### src/hw/gen_cfg_params.svh
`ifndef GEN_CFG_PARAMS_SVH
`define GEN_CFG_PARAMS_SVH

// register offsets on the internal register port
`define ADDR_NODE_CONFIG 7'h03
`define ADDR_INPUT_STATE 7'h04
`define ADDR_MATCH_VALUE 7'h05
`define ADDR_PROGRAM_PORT 7'h06

// node configuration fields
`define NODE_ADDR_LSB 0
`define NODE_ADDR_MSB 7
`define DELAY_LSB 8
`define DELAY_MSB 11
`define NODE_ADDR_MAX 8'hFD
`define NODE_ADDR_RESET 8'h00
`define DELAY_RESET 4'h0
`define DELAY_ODD 4'h1
`define BIT_TIMES_PER_STEP 7'h08

// input state and output polarity fields
`define PIN_COUNT 9
`define PIN_MSB 7
`define MODE_BIT 6
`define COMPARATOR_BIT 7
`define INCREMENT_BIT 8
`define VERSION_LSB 24
`define VERSION_MSB 31
`define POLARITY_BIT 0
`define POLARITY_RESET 1'b1

// nonvolatile programming fields
`define PROG_BIT_LSB 0
`define PROG_BIT_MSB 2
`define PROG_BYTE_LSB 4
`define PROG_BYTE_MSB 5
`define PROG_KEY_LSB 8
`define PROG_KEY_MSB 15
`define PROG_KEY 8'hBD
`define OTP_BYTES 4

// timing
`define CLK_HZ 25000000
`define MS_PER_S 1000
`define PROG_TIME_MS 10
`define PROG_CYCLES (`PROG_TIME_MS * `CLK_HZ / `MS_PER_S)

`endif

### src/hw/gen_cfg_pkg.sv
package gen_cfg_pkg;

  typedef enum logic [2:0] {
    PROG_IDLE = 3'b001,
    PROG_BURN = 3'b010,
    PROG_DONE = 3'b100
  } prog_state_e;

  typedef logic [7:0] otp_byte_t;

endpackage

### src/hw/general_config_regs_part.sv
`timescale 1ns/100ps
`default_nettype none
`include "gen_cfg_params.svh"

module general_config_regs_part #(
  parameter logic [7:0] VERSION_CODE = 8'hA5, // arbitrary value
  parameter int unsigned PROG_CYCLES = `PROG_CYCLES
) (
  // clock and reset
  input wire logic clk,
  input wire logic resetn,
  // register port from the serial interface decoder
  input wire logic [6:0] reg_addr,
  input wire logic [31:0] reg_wdata,
  input wire logic reg_write,
  input wire logic reg_read,
  output logic [31:0] reg_rdata,
  // device pins sampled for the input state register and the node address increment
  input wire logic left_reference_step_pin,
  input wire logic right_reference_direction_pin,
  input wire logic encoder_b_config_pin,
  input wire logic encoder_a_config_pin,
  input wire logic driver_enable_low_pin,
  input wire logic encoder_index_config_pin,
  input wire logic step_source_select,
  input wire logic diag_comparator_state,
  input wire logic address_increment_pin,
  // interface mode from the device core
  input wire logic uart_mode,
  // motion controller position
  input wire logic [31:0] actual_position,
  // node addressing towards the uart
  output logic [7:0] node_address,
  output logic [6:0] reply_delay_bits,
  // serial-out configuration pin
  output logic serial_out_config_pin_o,
  output logic serial_out_config_pin_oe,
  // position compare
  output logic position_pulse,
  output logic second_diag_output,
  // nonvolatile memory
  output logic program_busy,
  output logic [7:0] otp_read_data
);

  // delay code to bit times; odd and even codes of a pair share a length
  function automatic logic [6:0] delay_bits(input logic [3:0] code);
    logic [6:0] pair;
    pair = {3'h0, code | `DELAY_ODD};
    delay_bits = 7'(pair * `BIT_TIMES_PER_STEP);
  endfunction

  function automatic logic hit(input logic [6:0] addr, input logic [6:0] off);
    hit = (addr == off);
  endfunction

  // pin synchronisers
  wire logic [`PIN_COUNT-1:0] pin_raw;
  logic [`PIN_COUNT-1:0] pin_meta_reg;
  logic [`PIN_COUNT-1:0] pin_sync_reg;

  assign pin_raw = {address_increment_pin, diag_comparator_state,
                    step_source_select, encoder_index_config_pin,
                    driver_enable_low_pin, encoder_a_config_pin,
                    encoder_b_config_pin, right_reference_direction_pin,
                    left_reference_step_pin};

  genvar g;
  generate
    for (g = 0; g < `PIN_COUNT; g++) begin : gen_sync
      always_ff @(posedge clk) begin
        if (!resetn) begin
          pin_meta_reg[g] <= 1'b0;
          pin_sync_reg[g] <= 1'b0;
        end else begin
          pin_meta_reg[g] <= pin_raw[g];
          pin_sync_reg[g] <= pin_meta_reg[g];
        end
      end
    end
  endgenerate

  // register decode
  wire logic wr_node;
  wire logic wr_polarity;
  wire logic wr_match;
  wire logic wr_program;
  wire logic rd_input;
  wire logic rd_program;
  wire logic addr_ok;
  wire logic key_ok;
  wire logic prog_start;
  wire logic [7:0] wr_addr_field;
  wire logic [31:0] input_word;

  assign wr_node = reg_write && hit(reg_addr, `ADDR_NODE_CONFIG);
  assign wr_polarity = reg_write && hit(reg_addr, `ADDR_INPUT_STATE);
  assign wr_match = reg_write && hit(reg_addr, `ADDR_MATCH_VALUE);
  assign wr_program = reg_write && hit(reg_addr, `ADDR_PROGRAM_PORT);
  assign rd_input = reg_read && hit(reg_addr, `ADDR_INPUT_STATE);
  assign rd_program = reg_read && hit(reg_addr, `ADDR_PROGRAM_PORT);

  assign wr_addr_field = reg_wdata[`NODE_ADDR_MSB:`NODE_ADDR_LSB];
  assign addr_ok = (wr_addr_field <= `NODE_ADDR_MAX);

  assign key_ok = (reg_wdata[`PROG_KEY_MSB:`PROG_KEY_LSB] == `PROG_KEY);
  // a write while a bit is still burning is dropped, not queued
  assign prog_start = wr_program && key_ok && !program_busy;

  assign input_word = {VERSION_CODE, 16'h0000,
                       pin_sync_reg[`PIN_MSB:0]};

  // registers
  logic [7:0] node_reg;
  logic [3:0] delay_reg;
  logic polarity_reg;
  logic [31:0] match_reg;
  logic [31:0] rdata_reg;
  logic [7:0] eff_addr_reg;
  logic [6:0] delay_bits_reg;
  logic pin_o_reg;
  logic pin_oe_reg;
  logic pulse_reg;
  logic diag_reg;

  always_ff @(posedge clk) begin
    if (!resetn) begin
      node_reg <= `NODE_ADDR_RESET;
      delay_reg <= `DELAY_RESET;
    end else if (wr_node && addr_ok) begin
      node_reg <= wr_addr_field;
      delay_reg <= reg_wdata[`DELAY_MSB:`DELAY_LSB];
    end
  end

  always_ff @(posedge clk) begin
    if (!resetn) polarity_reg <= `POLARITY_RESET;
    else if (wr_polarity) polarity_reg <= reg_wdata[`POLARITY_BIT];
  end

  always_ff @(posedge clk) begin
    if (!resetn) match_reg <= 32'h0000_0000;
    else if (wr_match) match_reg <= reg_wdata;
  end

  // reads return the snapshot
  // write-only registers read as zero, like unmapped offsets
  always_ff @(posedge clk) begin
    if (!resetn) rdata_reg <= 32'h0000_0000;
    else if (reg_read) rdata_reg <= rd_input ? input_word : 32'h0000_0000;
  end

  always_ff @(posedge clk) begin
    if (!resetn) begin
      eff_addr_reg <= `NODE_ADDR_RESET;
      delay_bits_reg <= delay_bits(`DELAY_RESET);
    end else begin
      eff_addr_reg <= node_reg + {7'h00, pin_sync_reg[`INCREMENT_BIT]};
      delay_bits_reg <= delay_bits(delay_reg);
    end
  end

  // the pin only drives in uart mode; in spi mode it is the data output
  // and belongs to the spi block
  always_ff @(posedge clk) begin
    if (!resetn) begin
      pin_o_reg <= `POLARITY_RESET;
      pin_oe_reg <= 1'b0;
    end else begin
      pin_o_reg <= polarity_reg;
      pin_oe_reg <= uart_mode;
    end
  end

  always_ff @(posedge clk) begin
    if (!resetn) begin
      pulse_reg <= 1'b0;
      diag_reg <= 1'b0;
    end else begin
      pulse_reg <= (actual_position == match_reg);
      diag_reg <= (actual_position == match_reg);
    end
  end

  otp_program_engine #(
    .PROG_CYCLES(PROG_CYCLES)
  ) u_engine (
    .clk(clk),
    .resetn(resetn),
    .start(prog_start),
    .bit_sel(reg_wdata[`PROG_BIT_MSB:`PROG_BIT_LSB]),
    .byte_sel(reg_wdata[`PROG_BYTE_MSB:`PROG_BYTE_LSB]),
    .refresh(rd_program),
    .busy(program_busy),
    .read_data(otp_read_data)
  );

  assign reg_rdata = rdata_reg;
  assign node_address = eff_addr_reg;
  assign reply_delay_bits = delay_bits_reg;
  assign serial_out_config_pin_o = pin_o_reg;
  assign serial_out_config_pin_oe = pin_oe_reg;
  assign position_pulse = pulse_reg;
  assign second_diag_output = diag_reg;
endmodule
`default_nettype wire

### src/hw/otp_program_engine.sv
`timescale 1ns/100ps
`default_nettype none
`include "gen_cfg_params.svh"

module otp_program_engine #(
  parameter int unsigned PROG_CYCLES = `PROG_CYCLES
) (
  // clock and reset
  input wire logic clk,
  input wire logic resetn,
  // requests
  input wire logic start,
  input wire logic [2:0] bit_sel,
  input wire logic [1:0] byte_sel,
  input wire logic refresh,
  // status
  output logic busy,
  output logic [7:0] read_data
);

  gen_cfg_pkg::prog_state_e state_reg, state_next;
  gen_cfg_pkg::otp_byte_t mem_reg [0:`OTP_BYTES-1];
  logic [31:0] count_reg;
  logic [2:0] bit_reg;
  logic [1:0] byte_reg;
  logic busy_reg;
  logic [7:0] read_reg;
  wire logic burn_over;

  assign burn_over = (count_reg == PROG_CYCLES - 32'd1);

  always_comb begin
    state_next = state_reg;
    unique case (state_reg)
      gen_cfg_pkg::PROG_IDLE: if (start) state_next = gen_cfg_pkg::PROG_BURN;
      gen_cfg_pkg::PROG_BURN: if (burn_over) state_next = gen_cfg_pkg::PROG_DONE;
      gen_cfg_pkg::PROG_DONE: state_next = gen_cfg_pkg::PROG_IDLE;
      default: state_next = gen_cfg_pkg::PROG_IDLE;
    endcase
  end

  always_ff @(posedge clk) begin
    if (!resetn) begin
      state_reg <= gen_cfg_pkg::PROG_IDLE;
      busy_reg <= 1'b0;
      count_reg <= 32'h0;
    end else begin
      state_reg <= state_next;
      busy_reg <= (state_next != gen_cfg_pkg::PROG_IDLE);
      count_reg <= (state_reg == gen_cfg_pkg::PROG_BURN) ?
                   count_reg + 32'h1 : 32'h0;
    end
  end

  always_ff @(posedge clk) begin
    if (!resetn) begin
      for (int i = 0; i < `OTP_BYTES; i++) mem_reg[i] <= 8'h00;
      bit_reg <= 3'h0;
      byte_reg <= 2'h0;
    end else begin
      if (state_reg == gen_cfg_pkg::PROG_IDLE && start) begin
        bit_reg <= bit_sel;
        byte_reg <= byte_sel;
      end
      if (state_reg == gen_cfg_pkg::PROG_DONE) mem_reg[byte_reg][bit_reg] <= 1'b1;
    end
  end

  always_ff @(posedge clk) begin
    if (!resetn) read_reg <= 8'h00;
    else if (refresh) read_reg <= mem_reg[0];
  end

  assign busy = busy_reg;
  assign read_data = read_reg;
endmodule
`default_nettype wire

### config.mk
export PLATFORM = sky130hd
export DESIGN_NAME = general_config_regs_part
export DESIGN_NICKNAME = d
export VERILOG_FILES = /design/src/hw/gen_cfg_pkg.sv /design/src/hw/general_config_regs_part.sv /design/src/hw/otp_program_engine.sv
export VERILOG_INCLUDE_DIRS = /design/src /design/src/hw
export SDC_FILE = /design/constraint.sdc
export NUM_CORES = 1
export LEC_CHECK = 0
export BUFFER_PORTS_ARGS = -buffer_cell sky130_fd_sc_hd__buf_2
export CORE_ASPECT_RATIO = 1.25
export CORE_MARGIN = 4
export CORE_UTILIZATION = 53
export CTS_CLUSTER_SIZE = 14
export DETAILED_ROUTE_END_ITERATION = 10
export HOLD_SLACK_MARGIN = 0.02
export PLACE_DENSITY = 0.89
export REMOVE_ABC_BUFFERS = 1
export SYNTH_ARGS = -nofsm -noshare
export SYNTH_HDL_FRONTEND = slang
export SYNTH_SLANG_ARGS = --single-unit
export TNS_END_PERCENT = 50
### constraint.sdc
create_clock -name clk -period 2.14 [get_ports clk]
set_input_delay 0.107 -clock clk [delete_from_list [all_inputs] [get_ports clk]]
set_output_delay 0.107 -clock clk [all_outputs]
set_load 0.1 [all_outputs]
==> results of run 1 <==
## stage by stage
stage               worst slack (ps)  utilization (%)
detailed placement              69.5             59.9
global placement                 117             59.9
floorplan                      -1170                -
finish                           146             69.5
global route                    19.2             69.5
CTS                             50.4             69.3
## synth_stat cells, types with 5 or more instances
master and number:
or3_1 5, nor2b_1 10, mux2i_1 22, xnor2_1 9, nand4_1 15, nand2b_1 8
inv_1 7, nand3_1 23, a21oi_1 62, or4_1 10, nor2_1 53, and3_1 9
nor3_1 8, clkbuf_1 27, o31ai_1 10, nor4_1 16, edfxtp_1 8, buf_4 28
o21ai_0 19, dfxtp_1 134, xor2_1 40, nand2_1 80, and2_1 29
## final timing paths
| path | from | to | slack (ps) | depth (start not counted) |
|---|---|---|---|---|
| worst min register to register | pin_meta_reg[5]$_SDFF_PN0_ | input_word[5]$_SDFF_PN0_ | 430 | 1 |
| worst min-delay path | reg_read | reg_rdata[29]$_SDFFE_PN0P_ | 100 | 4 |
| worst max-delay path | u_engine.count_reg[8]$_SDFF_PN0_ | u_engine.count_reg[26]$_SDFF_PN0_ | 150 | 4 |
| worst max register to register | u_engine.count_reg[8]$_SDFF_PN0_ | u_engine.count_reg[26]$_SDFF_PN0_ | 150 | 4 |
## layout by cell type, fill, tap and decap left out, drive strengths merged
cell type / Yosys / routed
and2: 29 / 29
o41ai: 2 / 2
nand2b: 8 / 8
o311ai: 1 / 1
o2111ai: 1 / 1
conb: 2 / 24
bufinv: 0 / 3
clkinvlp: 0 / 1
clkinv: 0 / 3
and3b: 1 / 1
nor3: 8 / 8
o21ai: 19 / 19
nor4b: 3 / 3
xor2: 40 / 40
nand3: 24 / 24
xnor2: 9 / 9
a21oi: 62 / 62
ha: 3 / 3
mux2i: 22 / 22
o31ai: 10 / 10
or4b: 5 / 5
edfxtp: 8 / 8
or3: 8 / 8
nor2: 53 / 53
dlygate4sd3: 0 / 43
nand4: 16 / 16
buf: 30 / 136
nor2b: 10 / 10
and4: 4 / 4
dfxtp: 134 / 134
inv: 7 / 9
or4bb: 1 / 1
or4: 11 / 11
nand2: 80 / 80
clkbuf: 27 / 22
o2bb2ai: 1 / 1
and3: 9 / 9
nor4: 17 / 17
nor3b: 1 / 1
## cell families (layout without fill, tap and decap cells)
| kind of cell | Yosys count | in the layout | synth area share (%) |
|---|---|---|---|
| AOI/OAI and AO/OA | 96 | 96 | 8.74 |
| other | 2 | 24 | 0.125 |
| DFF | 142 | 142 | 48.7 |
| adders and majority gates | 3 | 3 | 0.626 |
| muxes | 22 | 22 | 3.67 |
| xor gates and xnor gates | 49 | 49 | 7.15 |
| buffers and inverters | 64 | 217 | 5.78 |
| and+or+nand+nor | 288 | 288 | 25.2 |
## power by group through the flow
stage / Sequential, mW / Combinational, mW / Clock (mW)
floorplan: 2.77 / 0.247 / 0
global placement: 2.76 / 0.391 / 0
detailed placement: 2.76 / 0.394 / 0
CTS: 2.70 / 0.456 / 3.03
global route: 2.70 / 0.495 / 3.16
finish: 2.70 / 0.471 / 3.02
## metal layers
metal | track usage (%) | up-vias
li1 | - | 2578
met1 | 26.6 | 2552
met2 | 44.4 | 228
met3 | 7.54 | 57
met4 | 11.2 | 0
met5 | 0 | -
## timing repair
action | CTS | global route
endpoints found under the hold margin | 57 | 0
setup buffers | 0 | 1
setup endpoints to repair | 0 | 6
hold buffers | 43 | 0
resized for setup | 0 | 3
## area by class of cell
type / instances / area, µm² / area share [%]
flip-flops and latches: 142 / 2920 / 38.0
multi-input cells: 482 / 2820 / 36.7
repair buffers: 179 / 1150 / 14.9
clock buffers: 22 / 474 / 6.16
well taps: 135 / 169 / 2.19
clock inverters: 9 / 134 / 1.74
inverters: 7 / 26.3 / 0.341
## worst max-delay path, stage by stage (launching register included)
cell and delay (ps):
dfxtp_1 460, nand4_2 180, or4_4 620, or4b_1 510
a21oi_1 150
==> impl_results.md, run 1 <==
- Placeable Area: ~0.011 mm²
- Gate power share: roughly 7.6%
- Rel. slew slack: 48.4%
- Crit path DAT: 2340 ps
- Row count: 43
- Slew @ Worst Pin: 774 ps
- WS Path Type: flop to flop
- Die X: about 100 µm
- FILL cells: 773
- Clk network pwr share: between 40% and 50%
- Top FF cell, synth: dfxtp_1
- Top Ports: 145
- Worst min path class: primary input to flop
- CP Launch Type: flop
- Routed WL per cell: 16.6 µm
- Post-synth ARST share: 0%
- Outcome: finished, final reports clean
- Initial antenna violation count: 0
- Initial DRC count: 195
- Vias in the first global route: roughly 5,500
- Fin Hold WS: 100 ps
- Initial core utilization: 54.1%
- Final Skew: about 10 ps
- Met2 routed WL: 8490 µm
- Via density: about 5.5
- Worst vdd ir: roughly 520 µV
- Achievable Freq: 0.501 GHz
- Cell variety after synth: 44
- Synth Cell Area: 0.00600 mm²
- Syn Area/Cell: 9.01 µm²
- P&R area growth vs syn: 28.4%
- CTS Buffer Depth: 2
- Pint: 4.76 mW
- WP data required: 2480 ps
- Worst-Skew Late Latency: 420 ps
- Buffers on Ports: 120
- Htree depth: 4
- Final wirelength: 16,200 µm
- Pin count of the biggest net entering global routing: 74
- Yosys top cell area share: ~45%
- Router iterations before antenna repair: 5
- Gpl congestion: 0.849
- Placed Cells: 901
- Drc violations: 0
- Antenna viol nets, final: 0
- ANT cells: 0
- CTS tree: done
- Dominant cell type by area after synthesis: dfxtp_1
- Sequential area share after synthesis: 48.7%
- Final instance area: 0.00770 mm²
- Syn Inst Count: 666
- Top Metal Used: met4
- Clock slew at reported path FFs: 60 ps
- Power Dens Cells: 804 mW/mm²
- RSZ-0062 raised after global routing: no
- Min Tclk post-route: 1990 ps
- Clock sinks: 142
- Endpoint type of the worst setup path: flop
- Switching Fraction: 23.1%
- P_sw: 1.43 mW
- Post-route insts no fill: 976
- Final setup vio count: 0
- Met3 routed WL: between 1000 and 1500 µm
- Total CTS buffers: 17
- Detailed Place HPWL: 9520 µm
- Total track usage: 25.0%
- Max-Cap Viols: 0
- Die area: 0.0131 mm²
- Fin. max-slew vios: 0
- Crit share post-route: 93.2%
- Nets@finish: 917
- First-pass GRT wire length: between 20,000 and 30,000 µm
- Via count: 5,415
- Ratio of cells with drive above 1 in the final layout: a little over a fifth
- Met1 WL: 5880 µm
- Yosys Warn Count: 0
- Final Hold Vio Count: 0
- DIE HEIGHT: 127 µm
- Tot Pwr: roughly 6.2 mW
- EDFF count, synth: 8
- Seq pwr share: ~44%
- Leak: 3.23 nW
- Gr ovfl total: 0
- Peak fanout along the critical path: 8
- Setup TNS: 0 ps
- Clk root buf: clkbuf_16
- Area post-placement: 0.00664 mm²
- Ranking of synthesized cells by area: dfxtp_1 (45%), xor2_1 (5.8%), a21oi_1 (5.2%)
- Flops & latches, synth: 142
Note: power is estimated with default switching activity, not from simulation.
==> run 2, diff against run 1 <==
GPL_TIMING_DRIVEN = 0   (was not set)
==> impl_results.md, run 2 (synthesis results as in run 1) <==
- Clk root buf: clkbuf_16
- ANT cells: 0
- Routed WL per cell: ~16 µm
- Achievable Freq: 0.488 GHz
- Nets@finish: 907
- DIE HEIGHT: 127 µm
- Top Ports: roughly 150
- Final Core Density: around two thirds
- Buffers on Ports: 120
- Fin. max-slew vios: 0
- Max-Cap Viols: 0
- Highest-count cells in the layout ignoring fill and taps: dfxtp_1 (134), buf_2 (120), nand2_1 (80), a21oi_1 (62), nor2_1 (53)
- Antenna viol nets, final: 0
- Clock sinks: 142
- Initial core utilization: 54.1%
- WS Path Type: flop to flop
- Final setup vio count: 0
- Drc violations: 0
- Placeable Area: approximately 0.011 mm²
- Die area: ~0.013 mm²
- Final setup margin: 89.6 ps
- Via count: approximately 5,400
- Row count: 43
- Rel. slew slack: 33.9%
- FF-to-FF setup slack: 90 ps
- Router iterations before antenna repair: 7
- Pre-CTS setup slack: -611 ps
- CTS tree: done
- Total track usage: 23.1%
- P&R area growth vs syn: 26.5%
- Area taken by multi-input logic gates: 0.00284 mm²
- Die X: 103 µm
- Tot Pwr: a little under 6 mW
- Crit share post-route: 95.8%
- Ratio of cells with drive above 1 in the final layout: just over 20%
- Endpoint type of the worst setup path: flop
- WP data required: 2240 ps
- Initial DRC count: 252
- Slew @ Worst Pin: 983 ps
- Total CTS buffers: 17
- Peak fanout along the critical path: 8
- Final Skew: 6.95 ps
- Crit path DAT: approximately 2200 ps
- CP Launch Type: flop
- Power Dens Cells: 777 mW/mm²
- Detailed Place HPWL: between 9000 and 10,000 µm
- Min Tclk post-route: between 2000 and 2500 ps
- Worst min path class: primary input to flop
- Htree depth: 4
- Worst vdd ir: 529 µV
- Final wirelength: 15,400 µm
- Vias in the first global route: 5,306
- Via density: 5.55
- FILL cells: 801
- Gr ovfl total: 0
- Final Hold Vio Count: 0
- CTS Buffer Depth: 2
- First-pass GRT wire length: about 24,000 µm
- Clock slew at reported path FFs: 60 ps
- Worst-Skew Late Latency: just over 400 ps
- Register area: 0.00292 mm²
- Commonest non-fill, non-tap cell in the layout: dfxtp_1
- Initial antenna violation count: 0
- Pin count of the biggest net entering global routing: 57
- Gpl congestion: about 0.83
- Outcome: finished, final reports clean
- Leak: 3.15 nW
[run 2: changes by cell type in the layout (fill, tap and decap cells not counted), moves of 2 or more]
cell	change
clkinv_4	+3
bufinv_16	-2
clkinv_1	+2
clkbuf_8	-3
buf_4	-12
[run 2: cell type report]
cell class,count,area share (%)
sequential,142,38.5
tap,135,2.23
clock inverter,14,1.58
inverter,7,0.346
multi-input combinational,483,37.4
timing repair buffer,168,14.2
clock buffer,18,5.65
[run 2: timing repair]
action,CTS,global route
resized for setup,3,1
gates cloned,1,0
pin swaps,1,2
endpoints found under the hold margin,57,0
endpoints found under the setup margin,40,34
hold buffers,43,0
buffers inserted,0,4
[run 2: path summary, 6_finish.rpt]
kind | start | end | cells after the start
max | u_engine.state_reg[2]$_SDFF_PN0_ | u_engine.mem_reg[0][0]$_SDFFCE_PN0P_ | 4
min | reg_read | reg_rdata[29]$_SDFFE_PN0P_ | 4
max reg2reg | u_engine.state_reg[2]$_SDFF_PN0_ | u_engine.mem_reg[0][0]$_SDFFCE_PN0P_ | 4
min reg2reg | pin_meta_reg[2]$_SDFF_PN0_ | input_word[2]$_SDFF_PN0_ | 1
[run 2: where the power goes]
group	total (mW)	switching, mW	internal, mW	leakage [nW]
Clock	2.73	1.13	1.60	0.266
Combinational	0.473	0.329	0.144	1.72
Sequential	2.70	0.00718	2.69	1.16
Total	5.90	1.47	4.43	3.15
[run 2: per-stage QoR]
| step | area (µm²) | std cells | hold slack [ps] | TNS [ps] |
|---|---|---|---|---|
| floorplan | 5760 | 631 | 180 | -5170 |
| global placement | 6530 | 886 | 312 | -93640 |
| detailed placement | 6560 | 887 | 317 | -31940 |
| CTS | 7560 | 963 | 99.5 | -4.08 |
| global route | 7590 | 967 | 135 | -14.6 |
| finish | 7590 | 967 | 100 | 0 |
[run 2: metal layers]
metal | vias to the layer above | GRT usage [%] | part of all wire [%]
met5 | - | 0 | 0
met4 | 0 | 9.38 | 3.2
met3 | 53 | 6.05 | 7.0
met2 | 197 | 41.4 | 52
met1 | 2552 | 25.4 | 38
li1 | 2569 | - | -
[run 2: worst max-delay path, stage by stage (launching register included)]
cell and delay [ps]:
dfxtp_1 390, or4b_2 600, nor3_1 230, nand2b_1 230, o31ai_1 300
==> run 3, diff against run 2 <==
GPL_TIMING_DRIVEN = not set   (was 0)
RECOVER_POWER = 100   (was not set)
==> impl_results.md, run 3 (synthesis results as in run 1) <==
- Crit path DAT: between 2000 and 2500 ps
- Commonest non-fill, non-tap cell in the layout: dfxtp_1
- Area taken by multi-input logic gates: 0.00281 mm²
- Final wirelength: about 16,000 µm
- Fin. max-slew vios: 0
- Achievable Freq: 0.501 GHz
- Register area: 0.00292 mm²
- Gr ovfl total: 0
- Peak fanout along the critical path: 8
- Total CTS buffers: 17
- Worst setup path endpoint: u_engine.count_reg[26]$_SDFF_PN0_
- Ratio of cells with drive above 1 in the final layout: 16.2%
- Nets@finish: about 920
- Highest-count cells in the layout ignoring fill and taps: dfxtp_1 (134), buf_2 (82), nand2_1 (80), a21oi_1 (62), nor2_1 (53)
- Crit. Startpoint: u_engine.count_reg[8]$_SDFF_PN0_
- Htree depth: 4
- Final Hold Vio Count: 0
- Worst hold path startpoint: reg_read
- Worst vdd ir: 523 µV
- Antenna viol nets, final: 0
- Rel. slew slack: 15.7%
- Stages on the worst setup path: 4
- Placeable Area: 0.0111 mm²
- R2r startpoint: u_engine.count_reg[8]$_SDFF_PN0_
- Clock sinks: roughly 140
- Min Tclk post-route: approximately 2000 ps
- Initial antenna violation count: 0
- CTS Buffer Depth: 2
- Crit-path cells: nand4_2, or4_4, or4b_1, a21oi_1
- Max-Cap Viols: 0
- Die X: roughly 100 µm
- Crit path max-delay family: simple AND/OR/NAND/NOR gates
- Reg2reg path depth: 4
- Detailed Place HPWL: 9520 µm
- Pin count of the biggest net entering global routing: 74
- Fin Hold WS: between 100 and 150 ps
- CTS tree: done
- Crit share post-route: 93.3%
- Clk root buf: clkbuf_16
- Worst min path class: primary input to flop
- Worst path buffer plus inverter count: 0
- Via density: 5.55
- Setup TNS: 0 ps
- Pre-CTS setup slack: 69.5 ps
- Router iterations before antenna repair: 5
- Gpl congestion: 0.849
- FF-to-FF setup slack: 140 ps
- Final Skew: 12.2 ps
- Top Ports: 145
- WS Path Type: flop to flop
- Routed WL per cell: 16.6 µm
- ANT cells: 0
- Initial core utilization: 54.1%
- Final setup margin: 144 ps
- Endpoint type of the worst setup path: flop
- Leak: 3.05 nW
- DIE HEIGHT: 127 µm
- First-pass GRT wire length: ~26,000 µm
- CP Launch Type: flop
- FILL cells: ~810
- Slowest CP cell: or4_4
- Buffers on Ports: 120
- Die area: 0.0131 mm²
- Via count: 5,415
- Clock slew at reported path FFs: 60 ps
- P&R area growth vs syn: 27.2%
- Initial DRC count: 192
- Total track usage: 25.0%
- Row count: 43
- Slew @ Worst Pin: 1270 ps
- Worst-Skew Late Latency: 420 ps
- Drc violations: 0
- Vias in the first global route: 5,450
- Final setup vio count: 0
- Power Dens Cells: 810 mW/mm²
- Worst flop-to-flop path endpoint: u_engine.count_reg[26]$_SDFF_PN0_
- RSZ-0062 raised after global routing: no
- Max stage delay on crit path: 620 ps
- Outcome: finished, final reports clean
- WP data required: 2470 ps
run 3: per-layer routing:
metal  GRT usage [%]  up-vias  routed length, µm
met1            26.6     2561               5940
met2            44.4      214               8470
li1                -     2584                  -
met3            7.54       56               1210
met4            11.2        0                591
met5               0        -                  0
run 3: timing repair:
item	4_1_cts	5_1_grt
hold endpoints to repair	57	0
endpoints found under the setup margin	0	6
hold buffers	43	0
resized for setup	0	3
setup buffers	0	1
run 3: final cells by class:
type	instances	area share [%]
clock inverters	9	1.75
well taps	135	2.21
repair buffers	179	14.3
flip-flops and latches	142	38.3
clock buffers	22	6.22
multi-input cells	482	36.9
inverters	7	0.344
run 3: metrics by stage:
step | area [µm²] | instances | utilization (%) | power, mW
finish | 7630 | 976 | 68.8 | 6.18
floorplan | 5760 | 631 | - | 3.02
CTS | 7680 | 975 | 69.3 | 6.19
global placement | 6640 | 901 | 59.9 | 3.15
global route | 7630 | 976 | 68.8 | 6.36
detailed placement | 6640 | 901 | 59.9 | 3.15
run 3: where the power goes:
part           total [mW]  leakage [nW]  switching [mW]  internal [mW]
Combinational       0.468          1.59           0.328          0.141
Clock                3.01         0.297            1.09           1.92
Sequential           2.70          1.16         0.00783           2.69
run 3: worst min path at each step:
stage | end | cells after the start
final | reg_rdata[29]$_SDFFE_PN0P_ | 4
after global routing | reg_rdata[29]$_SDFFE_PN0P_ | 4
after CTS | reg_rdata[29]$_SDFFE_PN0P_ | 4
after detailed placement | pin_meta_reg[6]$_SDFF_PN0_ | 2
after global placement | serial_out_config_pin_oe$_SDFF_PN0_ | 2
after floorplan | serial_out_config_pin_o$_SDFF_PN1_ | 1
run 3: worst register-to-register path, stage by stage, from the launching register on:
cell and delay, ps:
dfxtp_1 450, nand4_2 170, or4_4 620, or4b_1 520, a21oi_1 160
